--- src/design/fpu_ctrl_defines.vh ---
`ifndef FPU_CTRL_DEFINES_VH
`define FPU_CTRL_DEFINES_VH
// Register byte offsets.
`define OFS_CONTROL        4'h0
`define OFS_STATUS         4'h4
`define OFS_DECODE         4'h8
// Control word field positions.
`define CW_MASK_LSB        0
`define CW_MASK_MSB        5
`define CW_PREC_LSB        8
`define CW_PREC_MSB        9
`define CW_ROUND_LSB       10
`define CW_ROUND_MSB       11
`define CW_WRITE_MASK      16'h0F3F
`define CW_RESET           16'h033F
// Status word field positions.
`define SW_STACK_FAULT     6
// Exception vector bit positions.
`define EXC_INVALID        0
`define EXC_DENORMAL       1
`define EXC_ZERO_DIV       2
`define EXC_OVERFLOW       3
`define EXC_UNDERFLOW      4
`define EXC_INEXACT        5
// Precision select codes and significand widths.
`define PREC_SINGLE        2'h0
`define PREC_RESERVED      2'h1
`define PREC_DOUBLE        2'h2
`define PREC_EXTENDED      2'h3
`define SIG_SINGLE         7'h18
`define SIG_DOUBLE         7'h35
`define SIG_EXTENDED       7'h40
// Rounding select codes.
`define RND_NEAREST        2'h0
`define RND_DOWN           2'h1
`define RND_UP             2'h2
`define RND_CHOP           2'h3
// Operand classes.
`define CLS_ZERO           3'h0
`define CLS_NORMAL         3'h1
`define CLS_DENORM         3'h2
`define CLS_INF            3'h3
`define CLS_QNAN           3'h4
`define CLS_SNAN           3'h5
`define CLS_UNSUP          3'h6
// Operation kinds.
`define OPK_PREC           2'h0
`define OPK_ROUND          2'h1
`define OPK_PLAIN          2'h2
// Destination formats.
`define DST_FLOAT          2'h0
`define DST_INT            2'h1
`define DST_BCD            2'h2
// Substitute result actions.
`define ACT_NONE           3'h0
`define ACT_QNAN           3'h1
`define ACT_INT_IND        3'h2
`define ACT_BCD_IND        3'h3
`define ACT_INF            3'h4
`define ACT_MAX_FINITE     3'h5
`define ACT_DENORM         3'h6
`define ACT_ZERO           3'h7
// Bus responses.
`define RESP_OKAY          2'h0
`define RESP_SLVERR        2'h2
`endif

--- src/design/exc_detect.v ---
`timescale 1ns/1ps
`include "fpu_ctrl_defines.vh"
// Combinational detection of the six exception conditions for one operation.
module exc_detect (
   input  wire [2:0] a_class,        // Class of the first operand.
   input  wire [2:0] b_class,        // Class of the second operand.
   input  wire       b_used,         // Second operand takes part.
   input  wire       is_div,         // Operation is a divide.
   input  wire [1:0] op_kind,        // Rounding behaviour of the operation.
   input  wire       indeterminate,  // Datapath saw an indeterminate form.
   input  wire       stack_over,     // Register stack overflow.
   input  wire       stack_under,    // Register stack underflow.
   input  wire       too_large,      // Result magnitude beyond the format.
   input  wire       too_small,      // Nonzero true result too small.
   input  wire       loss_accuracy,  // Denormalization lost accuracy.
   input  wire       not_exact,      // True result not representable.
   input  wire       uf_masked,      // Underflow mask bit.
   output wire [5:0] exc,            // Detected exceptions.
   output wire       stack_case      // Invalid came from the stack.
);

   wire b_snan;  // Second operand signaling NaN.
   wire b_unsup; // Second operand in unsupported format.
   wire a_fin;   // First operand finite and nonzero.

   assign b_snan  = b_used && (b_class == `CLS_SNAN);
   assign b_unsup = b_used && (b_class == `CLS_UNSUP);
   assign a_fin   = (a_class == `CLS_NORMAL) || (a_class == `CLS_DENORM);
   assign stack_case = stack_over || stack_under;

   assign exc[`EXC_INVALID] = (a_class == `CLS_SNAN) || b_snan || (a_class == `CLS_UNSUP) ||
                              b_unsup || indeterminate || stack_case;
   assign exc[`EXC_DENORMAL] = (a_class == `CLS_DENORM) ||
                               (b_used && (b_class == `CLS_DENORM));
   assign exc[`EXC_ZERO_DIV] = is_div && b_used && (b_class == `CLS_ZERO) && a_fin;
   assign exc[`EXC_OVERFLOW] = too_large;
   assign exc[`EXC_UNDERFLOW] = too_small && (!uf_masked || loss_accuracy);
   assign exc[`EXC_INEXACT] = not_exact && (op_kind != `OPK_PLAIN);

endmodule

--- src/design/fpu_control_exception_policy.v ---
`timescale 1ns/1ps
`include "fpu_ctrl_defines.vh"
module fpu_control_exception_policy (
   input  wire        CLK,            // Core clock.
   input  wire        RESETN,         // Asynchronous reset, active low.
   // AXI4-Lite register port.
   input  wire [3:0]  S_AXI_AWADDR,
   input  wire        S_AXI_AWVALID,
   output wire        S_AXI_AWREADY,
   input  wire [31:0] S_AXI_WDATA,
   input  wire [3:0]  S_AXI_WSTRB,
   input  wire        S_AXI_WVALID,
   output wire        S_AXI_WREADY,
   output wire [1:0]  S_AXI_BRESP,
   output wire        S_AXI_BVALID,
   input  wire        S_AXI_BREADY,
   input  wire [3:0]  S_AXI_ARADDR,
   input  wire        S_AXI_ARVALID,
   output wire        S_AXI_ARREADY,
   output wire [31:0] S_AXI_RDATA,
   output wire [1:0]  S_AXI_RRESP,
   output wire        S_AXI_RVALID,
   input  wire        S_AXI_RREADY,
   // Datapath request.
   input  wire        OP_VALID,       // One-cycle strobe per operation.
   input  wire [1:0]  OP_KIND,        // Rounding behaviour of the operation.
   input  wire        OP_IS_DIV,      // Operation is a divide.
   input  wire [1:0]  OP_DEST_FMT,    // Destination format.
   input  wire        OP_RES_SIGN,    // Sign of the true result.
   input  wire [2:0]  OP_A_CLASS,     // First operand class.
   input  wire [2:0]  OP_B_CLASS,     // Second operand class.
   input  wire        OP_B_USED,      // Second operand takes part.
   input  wire        OP_INDETERM,    // Indeterminate form seen.
   input  wire        OP_STACK_OVER,  // Stack overflow.
   input  wire        OP_STACK_UNDER, // Stack underflow.
   input  wire        OP_TOO_LARGE,   // Result too large.
   input  wire        OP_TOO_SMALL,   // Nonzero result too small.
   input  wire        OP_LOSS_ACC,    // Denormalization lost accuracy.
   input  wire        OP_DENORM_RES,  // Denormal result representable.
   input  wire        OP_NOT_EXACT,   // Result not exactly representable.
   // Settings to the datapath.
   output wire [6:0]  SIG_WIDTH,      // Significand width for this kind.
   output wire [1:0]  ROUND_MODE,     // Rounding mode for this kind.
   output wire        ROUND_APPLY,    // Operation rounds its result.
   // Policy answer, one cycle after OP_VALID.
   output wire        RES_VALID,      // Answer strobe.
   output wire [2:0]  RES_ACTION,     // Substitute result to deliver.
   output wire [5:0]  RES_EXC,        // Exceptions detected.
   output wire        FPU_ERROR       // Unmasked exception strobe.
);

   // ------------------------------------------------------------------
   // Decode functions
   // ------------------------------------------------------------------

   function [6:0] sig_of;
      input [1:0] prec;
      begin
         case (prec)
            `PREC_SINGLE:   sig_of = `SIG_SINGLE;
            `PREC_DOUBLE:   sig_of = `SIG_DOUBLE;
            `PREC_EXTENDED: sig_of = `SIG_EXTENDED;
            // The reserved code falls back to the widest form, the safe choice.
            default:        sig_of = `SIG_EXTENDED;
         endcase
      end
   endfunction

   function [2:0] ovf_act;
      input [1:0] rnd;
      input       neg;
      begin
         case (rnd)
            `RND_NEAREST: ovf_act = `ACT_INF;
            `RND_DOWN:    ovf_act = neg ? `ACT_INF : `ACT_MAX_FINITE;
            `RND_UP:      ovf_act = neg ? `ACT_MAX_FINITE : `ACT_INF;
            default:      ovf_act = `ACT_MAX_FINITE;
         endcase
      end
   endfunction

   // ------------------------------------------------------------------
   // Reset release
   // ------------------------------------------------------------------

   reg rst_meta_reg; // First stage, read only by the second.
   reg rst_sync_reg; // Released reset used by the design.
   wire rst_n;       // Synchronous-release reset, active low.

   // Reset asserts at once and releases two edges later.
   always @(posedge CLK or negedge RESETN) begin
      if (!RESETN) begin
         rst_meta_reg <= 1'b0;
         rst_sync_reg <= 1'b0;
      end else begin
         rst_meta_reg <= 1'b1;
         rst_sync_reg <= rst_meta_reg;
      end
   end
   assign rst_n = rst_sync_reg;

   // ------------------------------------------------------------------
   // Register bus slave
   // ------------------------------------------------------------------

   reg [15:0] cw_reg;     // Control word.
   reg [6:0]  sticky_reg; // Sticky exception flags and stack fault flag.
   reg        aw_reg;     // Write address held.
   reg [3:0]  awaddr_reg; // Held write address.
   reg        w_reg;      // Write data held.
   reg [31:0] wdata_reg;  // Held write data.
   reg [3:0]  wstrb_reg;  // Held write strobes.
   reg        bvalid_reg; // Write response pending.
   reg [1:0]  bresp_reg;  // Write response code.
   reg        rvalid_reg; // Read data pending.
   reg [31:0] rdata_reg;  // Read data.
   reg [1:0]  rresp_reg;  // Read response code.
   wire       do_write;   // Both halves of a write held.
   wire       clr_status; // Status clear strobe this cycle.
   wire [6:0] clr_bits;   // Bits that software clears.
   wire [15:0] cw_next;   // Control word after a write.
   wire [1:0] prec_select;     // Precision field.
   wire [1:0] rounding_select; // Rounding field.
   wire [5:0] mask_bits;       // Exception masks.

   assign mask_bits = cw_reg[`CW_MASK_MSB:`CW_MASK_LSB];
   assign prec_select = cw_reg[`CW_PREC_MSB:`CW_PREC_LSB];
   assign rounding_select = cw_reg[`CW_ROUND_MSB:`CW_ROUND_LSB];

   assign do_write   = aw_reg && w_reg && !bvalid_reg;
   assign clr_status = do_write && (awaddr_reg == `OFS_STATUS) && wstrb_reg[0];
   assign clr_bits   = clr_status ? wdata_reg[6:0] : 7'h00;
   // Reserved control bits always load as zero.
   assign cw_next = {wstrb_reg[1] ? wdata_reg[15:8] : cw_reg[15:8],
                     wstrb_reg[0] ? wdata_reg[7:0] : cw_reg[7:0]} & `CW_WRITE_MASK;

   assign S_AXI_AWREADY = !aw_reg;
   assign S_AXI_WREADY  = !w_reg;
   assign S_AXI_BVALID  = bvalid_reg;
   assign S_AXI_BRESP   = bresp_reg;
   assign S_AXI_ARREADY = !rvalid_reg;
   assign S_AXI_RVALID  = rvalid_reg;
   assign S_AXI_RDATA   = rdata_reg;
   assign S_AXI_RRESP   = rresp_reg;

   // Address and data are latched in either order; the write lands once both are held.
   always @(posedge CLK or negedge rst_n) begin
      if (!rst_n) begin
         aw_reg     <= 1'b0;
         awaddr_reg <= 4'h0;
         w_reg      <= 1'b0;
         wdata_reg  <= 32'h00000000;
         wstrb_reg  <= 4'h0;
         bvalid_reg <= 1'b0;
         bresp_reg  <= `RESP_OKAY;
         cw_reg     <= `CW_RESET;
      end else begin
         if (S_AXI_AWVALID && !aw_reg) begin
            aw_reg     <= 1'b1;
            awaddr_reg <= S_AXI_AWADDR;
         end
         if (S_AXI_WVALID && !w_reg) begin
            w_reg     <= 1'b1;
            wdata_reg <= S_AXI_WDATA;
            wstrb_reg <= S_AXI_WSTRB;
         end
         if (do_write) begin
            aw_reg     <= 1'b0;
            w_reg      <= 1'b0;
            bvalid_reg <= 1'b1;
            // Unmapped and read-only offsets answer with a slave error.
            if (awaddr_reg == `OFS_CONTROL) begin
               cw_reg    <= cw_next;
               bresp_reg <= `RESP_OKAY;
            end else if (awaddr_reg == `OFS_STATUS) begin
               bresp_reg <= `RESP_OKAY;
            end else begin
               bresp_reg <= `RESP_SLVERR;
            end
         end else if (bvalid_reg && S_AXI_BREADY) begin
            bvalid_reg <= 1'b0;
         end
      end
   end

   // Reads are answered on the same edge that takes the address.
   always @(posedge CLK or negedge rst_n) begin
      if (!rst_n) begin
         rvalid_reg <= 1'b0;
         rdata_reg  <= 32'h00000000;
         rresp_reg  <= `RESP_OKAY;
      end else if (S_AXI_ARVALID && !rvalid_reg) begin
         rvalid_reg <= 1'b1;
         rresp_reg  <= `RESP_OKAY;
         case (S_AXI_ARADDR)
            `OFS_CONTROL: rdata_reg <= {16'h0000, cw_reg};
            `OFS_STATUS:  rdata_reg <= {25'h0000000, sticky_reg};
            `OFS_DECODE:  rdata_reg <= {23'h000000, rounding_select, sig_of(prec_select)};
            default: begin
               rdata_reg <= 32'h00000000;
               rresp_reg <= `RESP_SLVERR;
            end
         endcase
      end else if (rvalid_reg && S_AXI_RREADY) begin
         rvalid_reg <= 1'b0;
      end
   end

   // ------------------------------------------------------------------
   // Settings toward the datapath
   // ------------------------------------------------------------------

   assign SIG_WIDTH = (OP_KIND == `OPK_PREC) ? sig_of(prec_select) : `SIG_EXTENDED;
   assign ROUND_APPLY = (OP_KIND != `OPK_PLAIN);
   assign ROUND_MODE  = ROUND_APPLY ? rounding_select : `RND_NEAREST;

   // ------------------------------------------------------------------
   // Exception detection and policy
   // ------------------------------------------------------------------

   wire [5:0] exc;        // Detected exceptions this cycle.
   wire       stack_case; // Invalid due to the register stack.
   wire [5:0] unmasked;   // Detected and not masked.
   reg  [2:0] act_next;   // Substitute result chosen now.

   exc_detect u_detect (
      .a_class       (OP_A_CLASS),
      .b_class       (OP_B_CLASS),
      .b_used        (OP_B_USED),
      .is_div        (OP_IS_DIV),
      .op_kind       (OP_KIND),
      .indeterminate (OP_INDETERM),
      .stack_over    (OP_STACK_OVER),
      .stack_under   (OP_STACK_UNDER),
      .too_large     (OP_TOO_LARGE),
      .too_small     (OP_TOO_SMALL),
      .loss_accuracy (OP_LOSS_ACC),
      .not_exact     (OP_NOT_EXACT),
      .uf_masked     (mask_bits[`EXC_UNDERFLOW]),
      .exc           (exc),
      .stack_case    (stack_case)
   );

   assign unmasked = exc & ~mask_bits;

   // Priority is invalid, zero divide, overflow, underflow; the rest substitute nothing.
   always @* begin
      act_next = `ACT_NONE;
      if (unmasked != 6'h00) begin
         act_next = `ACT_NONE;
      end else if (exc[`EXC_INVALID]) begin
         case (OP_DEST_FMT)
            `DST_INT: act_next = `ACT_INT_IND;
            `DST_BCD: act_next = `ACT_BCD_IND;
            default:  act_next = `ACT_QNAN;
         endcase
      end else if (exc[`EXC_ZERO_DIV]) begin
         act_next = `ACT_INF;
      end else if (exc[`EXC_OVERFLOW]) begin
         act_next = ovf_act(rounding_select, OP_RES_SIGN);
      end else if (exc[`EXC_UNDERFLOW]) begin
         act_next = OP_DENORM_RES ? `ACT_DENORM : `ACT_ZERO;
      end
   end

   reg       res_valid_reg;  // Answer strobe.
   reg [2:0] res_action_reg; // Substitute result.
   reg [5:0] res_exc_reg;    // Detected exceptions.
   reg       error_reg;      // Unmasked exception strobe.

   // The answer is registered so the datapath sees it one edge after its strobe.
   always @(posedge CLK or negedge rst_n) begin
      if (!rst_n) begin
         res_valid_reg  <= 1'b0;
         res_action_reg <= `ACT_NONE;
         res_exc_reg    <= 6'h00;
         error_reg      <= 1'b0;
      end else begin
         res_valid_reg <= OP_VALID;
         if (OP_VALID) begin
            res_action_reg <= act_next;
            res_exc_reg    <= exc;
         end
         error_reg <= OP_VALID && (unmasked != 6'h00);
      end
   end

   // A new event wins over a clear in the same cycle.
   always @(posedge CLK or negedge rst_n) begin
      if (!rst_n) begin
         sticky_reg <= 7'h00;
      end else begin
         sticky_reg[5:0] <= (sticky_reg[5:0] & ~clr_bits[5:0]) | (OP_VALID ? exc : 6'h00);
         sticky_reg[`SW_STACK_FAULT] <= (sticky_reg[`SW_STACK_FAULT] &
                                        ~clr_bits[`SW_STACK_FAULT]) |
                                        (OP_VALID && stack_case);
      end
   end

   assign RES_VALID  = res_valid_reg;
   assign RES_ACTION = res_action_reg;
   assign RES_EXC    = res_exc_reg;
   assign FPU_ERROR  = error_reg;

endmodule

--- config.mk ---
export PLATFORM = sky130hd
export DESIGN_NAME = fpu_control_exception_policy
export DESIGN_NICKNAME = d
export VERILOG_FILES = /design/src/design/exc_detect.v /design/src/design/fpu_control_exception_policy.v
export VERILOG_INCLUDE_DIRS = /design/src /design/src/design
export SDC_FILE = /design/constraint.sdc
export NUM_CORES = 1
export LEC_CHECK = 0
export BUFFER_PORTS_ARGS = -buffer_cell sky130_fd_sc_hd__buf_2
export CORE_ASPECT_RATIO = 0.7
export CORE_MARGIN = 5
export CORE_UTILIZATION = 30
export CTS_CLUSTER_DIAMETER = 100
export CTS_CLUSTER_SIZE = 25
export DETAILED_ROUTE_END_ITERATION = 12
export PLACE_DENSITY = 0.57
export SYNTH_ARGS = -nofsm -noshare
export SYNTH_HDL_FRONTEND = slang
export SYNTH_HIERARCHICAL = 1
export SYNTH_SLANG_ARGS = --single-unit
--- constraint.sdc ---
create_clock -name CLK -period 5.63 [get_ports CLK]
set_input_delay 0.2815 -clock CLK [delete_from_list [all_inputs] [get_ports CLK]]
set_output_delay 0.2815 -clock CLK [all_outputs]
set_load 0.02 [all_outputs]
After elaboration in Yosys (flattened, before gate mapping)
Cells that the tools add are included.
Widths: inputs -> output; s select.
{"block": "totals", "regBits": 88, "latch_bits": 0, "ramBits": 0, "romBits": 0, "input_bits": 73, "output_inout_bits": 62, "wordCells": 117, "n_memories": 0}
{"block": "op_classes", "n_addsub": 0, "multipliers": 0, "n_div": 0, "order_cmp": 0, "eq_ne": 16, "n_shift": 0, "mux": 27, "bitwise_logic": 8, "reduce_logical": 47}
{"op": "$pmux 12 s3", "n": 1}
{"op": "$logic_and 1x1->1", "n": 19}
{"op": "$mux 3", "n": 5}
{"op": "$mux 7", "n": 2}
{"op": "$pmux 7 s2", "n": 1}
{"op": "$and 6x6->6", "n": 2}
{"op": "$eq 3x3->1 const B", "n": 4}
{"op": "$not 6->6", "n": 2}
{"op": "$mux 1", "n": 11}
{"op": "$logic_or 1x1->1", "n": 9}
{"op": "$eq 4x3->1 const B", "n": 2}
{"op": "$logic_not 4->1", "n": 2}
{"op": "$mux 2", "n": 4}
{"op": "$reduce_bool 2->1", "n": 4}
{"op": "$eq 2x2->1 const B", "n": 3}
{"op": "$eq 3x2->1 const B", "n": 2}
{"op": "$logic_not 2->1", "n": 3}
{"op": "$mux 6", "n": 1}
{"op": "$or 6x6->6", "n": 1}
{"op": "$reduce_and 3->1", "n": 2}
{"op": "$reduce_bool 6->1", "n": 1}
{"op": "$logic_not 1->1", "n": 5}
{"op": "$eq 2x1->1 const B", "n": 2}
{"op": "$eq 4x4->1 const B", "n": 1}
{"op": "9 further kinds", "n": 9}

Logic depth before layout (Yosys ltp)
Gate-level depths: netlist (run 1).
{"block": "logic_depth", "depth_word": 10, "mapped_depth": 5, "ltp_nobuf": 5}

Hierarchy
The synthesis (run 1) kept the hierarchy.
{"module": "fpu_control_exception_policy", "n_inst": 1, "cells_each": 265, "area_each_um2": 3009.1, "seq_area_each_um2": 1636.6}
{"module": "exc_detect", "n_inst": 1, "cells_each": 17, "area_each_um2": 112.6, "seq_area_each_um2": 0.0}

Worst setup path after synthesis (run 1)
OpenSTA, ideal clock, no wires.
{"block": "synth_path", "path_type": "register -> output", "start": "register cw_reg[8]", "end": "output port SIG_WIDTH[2]", "arrival_time_ps": 1500, "required_time_ps": 5349, "slack_ps": 3849, "stages_incl_launch_ff": 4, "path_buffers": 1, "path_cell_list": "dfstp_2 -> or3_1 -> nor2_1 -> buf_4"}
{"block": "synth_via", "elab_chain_cells": 3, "word_cells_on_any_way": 4, "cone_classes": "eq/ne (1); mux (2); reduce/logical (1)"}
{"element": "start, declared", "line_no": "fpu_control_exception_policy.v:106", "text": "reg [15:0] cw_reg;"}
{"element": "start signal, assigned", "line_no": "fpu_control_exception_policy.v:156", "text": "cw_reg <= `CW_RESET;"}
{"element": "start signal, assigned", "line_no": "fpu_control_exception_policy.v:173", "text": "cw_reg <= cw_next;"}
{"element": "$eq 2x2->1 / $logic_not 2->1 (equally long branches)", "line_no": "fpu_control_exception_policy.v:59", "text": "case (prec)"}
{"element": "$pmux 7 s2 *", "line_no": "fpu_control_exception_policy.v:59"}
{"element": "$mux 7 (no line) *"}
{"element": "end, declared", "line_no": "fpu_control_exception_policy.v:42", "text": "output wire [6:0] SIG_WIDTH,"}
Mark *: on every way between the ends. The rest lies on a longest branch, timed or not.

Final worst setup path (run 1)
Same ends and word-level chain as after synthesis.

==> summary.txt, run 1 <==
Status
  • Status: completed

Routing
  • Iteration-0 DRC Markers: 118
  • Via density per instance: 4.54
  • Drt wl/cell: 14.6 µm
  • Drt pass-1 iters: 4
  • ANT nets after route: 0
  • Total Routed Length: 7420 µm
  • Remaining DRCs: 0
  • Vias after detailed routing: 2311

Timing
  • Slew HR: 47.8%
  • RSZ-0062 raised after global routing: no
  • Final setup violation count: 0
  • Slew Viols, Final: 0
  • Min Tclk post-route: 1.78 ns
  • Fmax: 0.563 GHz
  • Final setup TNS: 0 ns
  • Slew @ Worst Pin: 0.784 ns
  • Period utilization: 31.5%
  • Worst Skew: 0.00495 ns
  • Hold Fails Final Rpt: 0

Cells and area
  • Synth-to-Final Area Change: 25.1%
  • # diodes: 0
  • Layout cell share with drive strength beyond 1: 40.1%
  • Largest register FFs: 12
  • Layout Cells excl Fill: 509
  • Nets: 446

Synth
  • Compound-gate portion of the synthesized area: 10.7%
  • Most frequent cell after synthesis: dfrtp_1
  • Mux cell area share after synthesis: 12.1%
  • Largest family of logic cells by synthesized area: simple AND/OR/NAND/NOR gates
  • Avg Synthesized Cell Area: 11.1 µm²
  • Largest area contributor in the netlist: dfrtp_1
  • Xor and xnor fraction of the mapped netlist area: 0.561%
  • Yosys Warn Count: 6
  • Netlist cell types: 52
  • Commonest cells post-synth: dfrtp_1 (57), mux2_2 (31), buf_4 (27)
  • Post-Syn Instances: 282
  • FF+latch count, synth: 65
  • Synth top area share: 45.7%
  • Post-synth EDFFs: 0
  • Simple-gate portion of the synthesized area: 13.2%
  • Top cells by area, synth: dfrtp_1 (46%), mux2_2 (11%), dfstp_2 (6.7%), buf_4 (6.5%), inv_1 (2.9%)
  • Post-synthesis sequential area ratio: 52.4%
  • Top_reg_cell synth: dfrtp_1
  • Adder-cell share of the synthesized area: 0.401%
  • Ys async rst share: 100%
  • Syn Std Cell Area: 0.00312 mm²

Clock network
  • Clk root buf: clkbuf_16
  • Htree depth: 3
  • CTS tree: built
  • Post-CTS Hold Buffers: 1
  • Skew-Pair Late Insertion Delay: 0.33 ns
  • Number of clock sinks: 65
  • Setup repair bufs after CTS: 0
  • Post-CTS resize count: 0
  • Clock transition at the registers of the reported paths: 0.05 ns
  • TritonCTS buffer count: 9
  • Clk buf depth: 2

Die
  • Ports: 135
  • Row Count: 31
  • Die X: 132 µm
  • Starting Density: 30.5%
  • Die footprint: 0.0126 mm²
  • Die Span Y: 95.3 µm
  • Core ar.: 0.0102 mm²

Place
  • Inst Count DP: 492
  • PortBufs: 88
  • Gpl congestion: 0.746
  • HPWL Detailed: 5620 µm

Worst setup path
  • Cells along the critical path: or3_1, nor2_1, buf_2
  • Crit-path max cell delay: 0.42 ns
  • Critical Path AT: 1.49 ns
  • Startpoint Class: register
  • CP Max Fanout: 7
  • Req. time, crit path: 5.35 ns
  • Setup CP Type: register to primary output
  • CP max stage cell: or3_1
  • Crit path capture type: primary output

Global routing
  • Total gr overflow: 0
  • Largest net degree at the start of global routing: 64
  • Vias in the first global route: 2347
  • Total GRT Usage: 12.2%
  • First-pass GRT wire length: 12000 µm
  • Initial antenna violation count: 1

Power and ir drop
  • PD cells: 425 mW/mm²
  • Leak: 1.90 nW
  • Overall Power: 1.66 mW
  • VDD IR max: 0.252 mV

Hold path
  • Hold Crit Class: input pin to register

Run
  • # Max-Cap Violations: 0
==> critical path, delay by kind of cell (launching register included) <==
family | cells | cell delay (ns)
and+or+nand+nor | 2 | 0.57
buffers and inverters | 1 | 0.19
DFF | 1 | 0.40
==> cells by family after synthesis <==
group	count (synthesis)
AOI/OAI and AO/OA	47
xor gates and xnor gates	2
adders and majority gates	1
buffers and inverters	58
DFF	65
muxes	34
other	2
and+or+nand+nor	73
==> path summary, 6_finish.rpt <==
path	from	end	slack, ns	cells past startpoint
setup / recovery	cw_reg[8]	SIG_WIDTH[2]	3.85	3
hold / removal	S_AXI_RREADY	S_AXI_RVALID	0.14	2
setup reg to reg	cw_reg[4]	RES_ACTION[0]	3.89	4
hold reg to reg	rst_meta_reg	rst_n	0.35	0
max in group asynchronous	rst_n	wdata_reg[0]	4.69	1
min in group asynchronous	RESETN	rst_meta_reg	0.26	2
==> where the power goes <==
| group | switching (mW) | internal [mW] | leakage [nW] |
|---|---|---|---|
| Sequential | 0.100 | 0.616 | 0.770 |
| Combinational | 0.205 | 0.184 | 0.991 |
| Clock | 0.189 | 0.367 | 0.143 |
==> per-stage QoR <==
stage	utilization, %	cell area (µm²)	hold WS, ns	worst slack (ns)
global route	38.1	3910	0.151	3.70
detailed placement	35.1	3590	0.0672	3.60
finish	38.1	3910	0.139	3.85
floorplan	-	3200	-0.0141	3.70
global placement	35.1	3590	0.0662	3.69
CTS	38.1	3910	0.131	3.82
==> cell type report <==
cell class / instances / area, µm²
Fill cell: 1015 / 6330
Sequential cell: 65 / 1640
Multi-Input combinational cell: 181 / 1250
Timing Repair Buffer: 91 / 465
Clock buffer: 14 / 264
Tap cell: 132 / 165
Inverter: 24 / 90.1
Clock inverter: 2 / 37.5
==> cells in the final DEF, fill, tap and decap left out, types with 7 or more instances in the layout <==
cell / count
buf_2: 88
nand2_1: 20
clkbuf_16: 9
inv_1: 24
nor2_1: 12
conb_1: 24
dfrtp_1: 56
o21ai_0: 9
mux2_2: 31
a21oi_1: 7
dfstp_2: 8
==> routing by layer <==
layer / GRT usage [%] / part of all wire, % / wire, µm / up-vias
li1: - / - / - / 1125
met1: 16.0 / 46 / 3440 / 1079
met2: 17.0 / 41 / 3060 / 98
met3: 7.44 / 12 / 859 / 7
met4: 2.83 / 0.69 / 51 / 2
met5: 0 / 0.18 / 13 / -
No activity file was read; power rests on OpenSTA's default activity.
==> inputs of run 2 (changes only) <==
==> constraint.sdc (replaced) <==
create_clock -name CLK -period 1.8 [get_ports CLK]
set_input_delay 0.09 -clock CLK [delete_from_list [all_inputs] [get_ports CLK]]
set_output_delay 0.09 -clock CLK [all_outputs]
set_load 0.02 [all_outputs]
==> summary.txt, run 2 (same netlist as run 1, synthesis figures left out) <==
Timing
  • Worst Skew: 0.00791 ns (was 0.00495 ns)
  • Slew HR: 58.5% (was 47.8%)
  • Period utilization: 91.0%
  • Fmax: 0.610 GHz
  • Final setup TNS: 0 ns (unchanged)
  • Final setup violation count: 0 (unchanged)
  • Hold Fails Final Rpt: 0 (unchanged)
  • Slew Viols, Final: 0 (unchanged)
  • Slew @ Worst Pin: 0.617 ns (was 0.784 ns)
  • Worst Hold Slack: 0.0144 ns (was 0.139 ns)
  • RSZ-0062 raised after global routing: no (unchanged)
  • Min Tclk post-route: 1.64 ns

Status
  • Status: completed (unchanged)

Routing
  • Iteration-0 DRC Markers: 156 (was 118)
  • Total Routed Length: 7660 µm (was 7420 µm)
  • Vias after detailed routing: 2409 (was 2311)
  • Via density per instance: 4.53 (was 4.54)
  • ANT nets after route: 0 (unchanged)
  • Drt pass-1 iters: 4 (unchanged)
  • Remaining DRCs: 0 (unchanged)
  • Drt wl/cell: 14.4 µm (was 14.6 µm)

Global routing
  • Total GRT Usage: 12.9% (was 12.2%)
  • Largest net degree at the start of global routing: 45 (was 64)
  • First-pass GRT wire length: 12800 µm (was 12000 µm)
  • Vias in the first global route: 2464 (was 2347)
  • Total gr overflow: 0 (unchanged)
  • Initial antenna violation count: 0 (was 1)

Worst setup path
  • Req. time, crit path: 1.71 ns (was 5.35 ns)
  • Critical Path AT: 1.55 ns (was 1.49 ns)
  • Startpoint Class: register (unchanged)
  • Crit path capture type: primary output (unchanged)
  • CP bufs+invs: 1 (unchanged)
  • CP delay by family, top: simple AND/OR/NAND/NOR gates (unchanged)
  • Setup CP Type: register to primary output (unchanged)
  • Crit-path max cell delay: 0.44 ns (was 0.42 ns)
  • Cells along the critical path: or3_1, nor2_1, buf_2 (unchanged)
  • CP Max Fanout: 7 (unchanged)
  • CP max stage cell: or3_1 (unchanged)

Clock network
  • Htree depth: 3 (unchanged)
  • Clk buf depth: 2 (unchanged)
  • Skew-Pair Late Insertion Delay: 0.33 ns (about the same)
  • Number of clock sinks: 65 (unchanged)
  • Clk root buf: clkbuf_16 (unchanged)
  • CTS tree: built (unchanged)
  • Setup repair bufs after CTS: 0 (unchanged)
  • Clock transition at the registers of the reported paths: 0.05 ns (about the same)
  • TritonCTS buffer count: 9 (unchanged)

Power and ir drop
  • VDD IR max: 0.620 mV (was 0.252 mV)
  • Overall Power: 5.10 mW (was 1.66 mW)
  • PD cells: 1240 mW/mm² (was 425 mW/mm²)
  • Leak: 2.00 nW (was 1.90 nW)

Cells and area
  • # diodes: 0 (unchanged)
  • Most frequent cells in the layout: buf_2 (88), dfrtp_1 (56), mux2_2 (31) (unchanged)
  • Largest register FFs: 12 (unchanged)
  • Layout fillers: 1012 (was 1015)
  • Post-route cell area: 0.00411 mm² (was 0.00391 mm²)
  • Layout cell share with drive strength beyond 1: 39.0% (was 40.1%)
  • Area of the multi-input gates: 0.00125 mm² (about the same)
  • Most common cell after layout, fill and taps aside: buf_2 (unchanged)
  • Synth-to-Final Area Change: 31.7% (was 25.1%)
  • Nets: 469 (was 446)
  • Reg area: 0.00164 mm² (unchanged)
  • Util after Layout: 40.2% (was 38.1%)

Run
  • # Max-Cap Violations: 0 (unchanged)

Die
  • Die X: 132 µm (unchanged)
  • Ports: 135 (unchanged)
  • Core ar.: 0.0102 mm² (unchanged)
  • Die footprint: 0.0126 mm² (unchanged)
  • Row Count: 31 (unchanged)
  • Die Span Y: 95.3 µm (unchanged)
  • Starting Density: 30.5% (unchanged)

Hold path
  • Hold Crit Class: input pin to register (unchanged)

Place
  • HPWL Detailed: 5750 µm (was 5620 µm)
  • Gpl congestion: 0.752 (was 0.746)
  • PortBufs: 88 (unchanged)
  • Post-Place Cell Area: 0.00364 mm² (was 0.00359 mm²)
## run 2: changes by cell type in the layout (fill, tap and decap cells not counted), sizes merged
cell,previous run,this run
clkbuf,14,13
buf,90,94
dlygate4sd3,1,20
clkinv,0,2
bufinv,1,0
## run 2: final timing paths
kind,slack (ns),depth (start not counted),endpoint,startpoint
max in group asynchronous,0.92,1,cw_reg[9],rst_n
worst min-delay path,0.01,2,wdata_reg[4],S_AXI_WDATA[4]
worst max-delay path,0.16,3,SIG_WIDTH[5],cw_reg[8]
worst max register to register,0.22,5,RES_ACTION[0],cw_reg[4]
worst min register to register,0.22,0,wdata_reg[3],rst_n
min in group asynchronous,0.08,2,rst_meta_reg,RESETN
## run 2: repair_timing
item	4_1_cts	5_1_grt
endpoints found under the hold margin	21	0
endpoints found under the setup margin	0	1
resized for setup	0	1
hold buffers	20	0
## run 2: final cells by class
type / instances / area share, %
clock buffers: 13 / 6.09
flip-flops and latches: 65 / 39.8
well taps: 132 / 4.02
inverters: 24 / 2.19
clock inverters: 3 / 0.426
multi-input cells: 181 / 30.5
repair buffers: 114 / 17.0
## run 2: through the flow
stage / cells / worst slack, ns
after floorplan: 304 / 0.210
final: 532 / 0.162
after global placement: 496 / 0.107
after detailed placement: 496 / -0.00800
after global routing: 532 / 0.0283
after CTS: 532 / 0.139
## run 2: power breakdown
part | switching, mW | internal (mW) | leakage (nW)
sequential | 0.323 | 1.93 | 0.770
clock | 0.609 | 0.965 | 0.130
combinational | 0.645 | 0.626 | 1.10
total | 1.58 | 3.52 | 2.00
## run 2: per-layer routing
layer  global-route usage [%]  up-vias  part of all wire [%]
met3                     6.28        7                   9.5
met5                        0        -                     0
li1                         -     1174                     -
met4                     3.85        0                  0.89
met2                     18.3       91                    41
met1                     17.5     1137                    48
==> inputs of run 3 (changes only) <==
--- a/config.mk
+++ b/config.mk
@@ -9,11 +9,13 @@
 export BUFFER_PORTS_ARGS = -buffer_cell sky130_fd_sc_hd__buf_2
 export CORE_ASPECT_RATIO = 0.7
 export CORE_MARGIN = 5
-export CORE_UTILIZATION = 30
+export CORE_UTILIZATION = 48
 export CTS_CLUSTER_DIAMETER = 100
 export CTS_CLUSTER_SIZE = 25
 export DETAILED_ROUTE_END_ITERATION = 12
-export PLACE_DENSITY = 0.57
+export GPL_ROUTABILITY_DRIVEN = 1
+export PLACE_DENSITY = 0.83
+export RECOVER_POWER = 50
 export SYNTH_ARGS = -nofsm -noshare
 export SYNTH_HDL_FRONTEND = slang
 export SYNTH_HIERARCHICAL = 1
==> summary.txt, run 3 (same netlist as run 1, synthesis figures left out) <==
Status
  • Status: completed (unchanged)

Timing
  • Min Tclk post-route: 1.66 ns (was 1.64 ns)
  • Worst Hold Slack: 0.0183 ns (was 0.0144 ns)
  • RSZ-0062 raised after global routing: no (unchanged)
  • Slew Viols, Final: 0 (unchanged)
  • Slew @ Worst Pin: 0.996 ns (was 0.617 ns)
  • Period utilization: 92.3% (was 91.0%)
  • Final setup TNS: 0 ns (unchanged)
  • Worst Skew: 0.00441 ns (was 0.00791 ns)
  • Slew HR: 33.6% (was 58.5%)
  • Setup WS post-layout: 0.139 ns (was 0.162 ns)
  • Hold Fails Final Rpt: 0 (unchanged)
  • Final setup violation count: 0 (unchanged)
  • Fmax: 0.602 GHz (was 0.610 GHz)

Hold path
  • Hold_sp: S_AXI_WDATA[3] (was S_AXI_WDATA[4])
  • Hold worst-path end: wdata_reg[3] (was wdata_reg[4])
  • Hold Crit Class: input pin to register (unchanged)
  • WHS Path Cells: 2 (unchanged)

Routing
  • Iteration-0 DRC Markers: 80 (was 156)
  • Metal-1 WL: 3120 µm (was 3710 µm)
  • Remaining DRCs: 0 (unchanged)
  • DR WL met3: 482 µm (was 729 µm)
  • Drt wl/cell: 14.9 µm (was 14.4 µm)
  • Met2 Routed Length: 3470 µm (was 3150 µm)
  • ANT nets after route: 0 (unchanged)
  • Total Routed Length: 7090 µm (was 7660 µm)
  • Highest routed layer: met4 (unchanged)
  • Vias after detailed routing: 2432 (was 2409)
  • Via density per instance: 5.11 (was 4.53)
  • Drt pass-1 iters: 4 (unchanged)

Worst setup path
  • Crit path capture type: primary output (unchanged)
  • Critical Path AT: 1.57 ns (was 1.55 ns)
  • R2r startpoint: cw_reg[4] (unchanged)
  • Worst flop-to-flop path endpoint: RES_ACTION[0] (unchanged)
  • Setup CP Type: register to primary output (unchanged)
  • CP Max Fanout: 7 (unchanged)
  • R2R cell count: 4 (was 5)
  • Startpoint Class: register (unchanged)
  • Req. time, crit path: 1.71 ns (about the same)
  • R2r setup slk: 0.24 ns (was 0.22 ns)

Die
  • Die X: 106 µm (was 132 µm)
  • Core ar.: 0.00628 mm² (was 0.0102 mm²)
  • Die Span Y: 77.5 µm (was 95.3 µm)
  • Row Count: 24 (was 31)
  • Die footprint: 0.00824 mm² (was 0.0126 mm²)
  • Starting Density: 49.7% (was 30.5%)
  • Ports: 135 (unchanged)

Power and ir drop
  • Overall Power: 5.00 mW (was 5.10 mW)
  • Leak: 1.92 nW (was 2.00 nW)
  • PD cells: 1260 mW/mm² (was 1240 mW/mm²)
  • VDD IR max: 0.781 mV (was 0.620 mV)

Clock network
  • TritonCTS buffer count: 9 (unchanged)
  • Number of clock sinks: 65 (unchanged)
  • CTS tree: built (unchanged)
  • Clk buf depth: 2 (unchanged)
  • Setup repair bufs after CTS: 0 (unchanged)
  • Clock transition at the registers of the reported paths: 0.07 ns (was 0.05 ns)
  • Skew-Pair Late Insertion Delay: 0.34 ns (was 0.33 ns)
  • Clk root buf: clkbuf_8 (was clkbuf_16)
  • Htree depth: 3 (unchanged)

Place
  • Pre-CTS WS: -0.0154 ns (was -0.00800 ns)
  • PortBufs: 88 (unchanged)
  • Gpl congestion: 0.771 (was 0.752)
  • Inst Count DP: 440 (was 496)
  • Post-Place Cell Area: 0.00355 mm² (was 0.00364 mm²)
  • HPWL Detailed: 5240 µm (was 5750 µm)

Global routing
  • Total gr overflow: 0 (unchanged)
  • Vias in the first global route: 2364 (was 2464)
  • Total GRT Usage: 17.7% (was 12.9%)
  • Largest net degree at the start of global routing: 49 (was 45)
  • First-pass GRT wire length: 11500 µm (was 12800 µm)
  • Initial antenna violation count: 0 (unchanged)

Cells and area
  • Most frequent cells in the layout: buf_2 (73), dfrtp_1 (57), mux2_2 (31) (was buf_2 (88), dfrtp_1 (56), mux2_2 (31))
  • Layout cell share with drive strength beyond 1: 34.9% (was 39.0%)
  • Largest register FFs: 12 (unchanged)
  • Nets: 467 (was 469)
  • Most common cell after layout, fill and taps aside: buf_2 (unchanged)
  • # diodes: 0 (unchanged)
  • Post-route cell area: 0.00397 mm² (was 0.00411 mm²)
  • Layout Cells excl Fill: 476 (was 532)
  • Util after Layout: 63.2% (was 40.2%)
  • Synth-to-Final Area Change: 27.1% (was 31.7%)

Run
  • # Max-Cap Violations: 0 (unchanged)
==> run 3: cell count changes in the layout (fill, tap and decap cells not counted), moves of 2 or more <==
cell,delta
buf_2,-15
clkbuf_1,+13
clkbuf_16,-9
clkbuf_8,+9
bufinv_16,+3
buf_4,-2
==> run 3: report_power, final <==
part | internal (mW) | total, mW | switching, mW
Clock | 0.956 | 1.50 | 0.547
Sequential | 1.92 | 2.23 | 0.310
Combinational | 0.613 | 1.26 | 0.647
==> run 3: final cells by class <==
type,instances,area (µm²)
multi-input cells,181,1250
flip-flops and latches,65,1640
clock inverters,5,103
well taps,78,97.6
repair buffers,112,652
inverters,24,90.1
clock buffers,11,141
fillers,499,2310
==> run 3: what timing repair did <==
action | in CTS | in global routing
gates resized for setup | 0 | 1
hold buffers | 20 | 0
endpoints found under the setup margin | 0 | 2
hold endpoints to repair | 21 | 0
==> run 3: metal layers <==
metal	track usage, %	up-vias
met5	0	-
met4	5.30	0
met3	5.72	2
met2	27.8	87
met1	23.5	1185
li1	-	1158
==> run 3: worst max path at each step <==
stage	slack, ns	to	cells past startpoint	startpoint
final	0.14	SIG_WIDTH[0]	3	cw_reg[8]
after global routing	0.05	SIG_WIDTH[2]	3	cw_reg[8]
after CTS	0.08	RES_ACTION[0]	4	cw_reg[4]
after detailed placement	-0.02	RES_ACTION[0]	6	OP_A_CLASS[0]
after global placement	0.15	RES_ACTION[0]	6	OP_STACK_UNDER
after floorplan	0.21	SIG_WIDTH[2]	3	cw_reg[8]
==> run 3: worst max-delay path: stages (launching register included) <==
cell     delay (ns)
dfstp_2        0.41
or3_1          0.43
nor2_1         0.19
buf_2          0.20
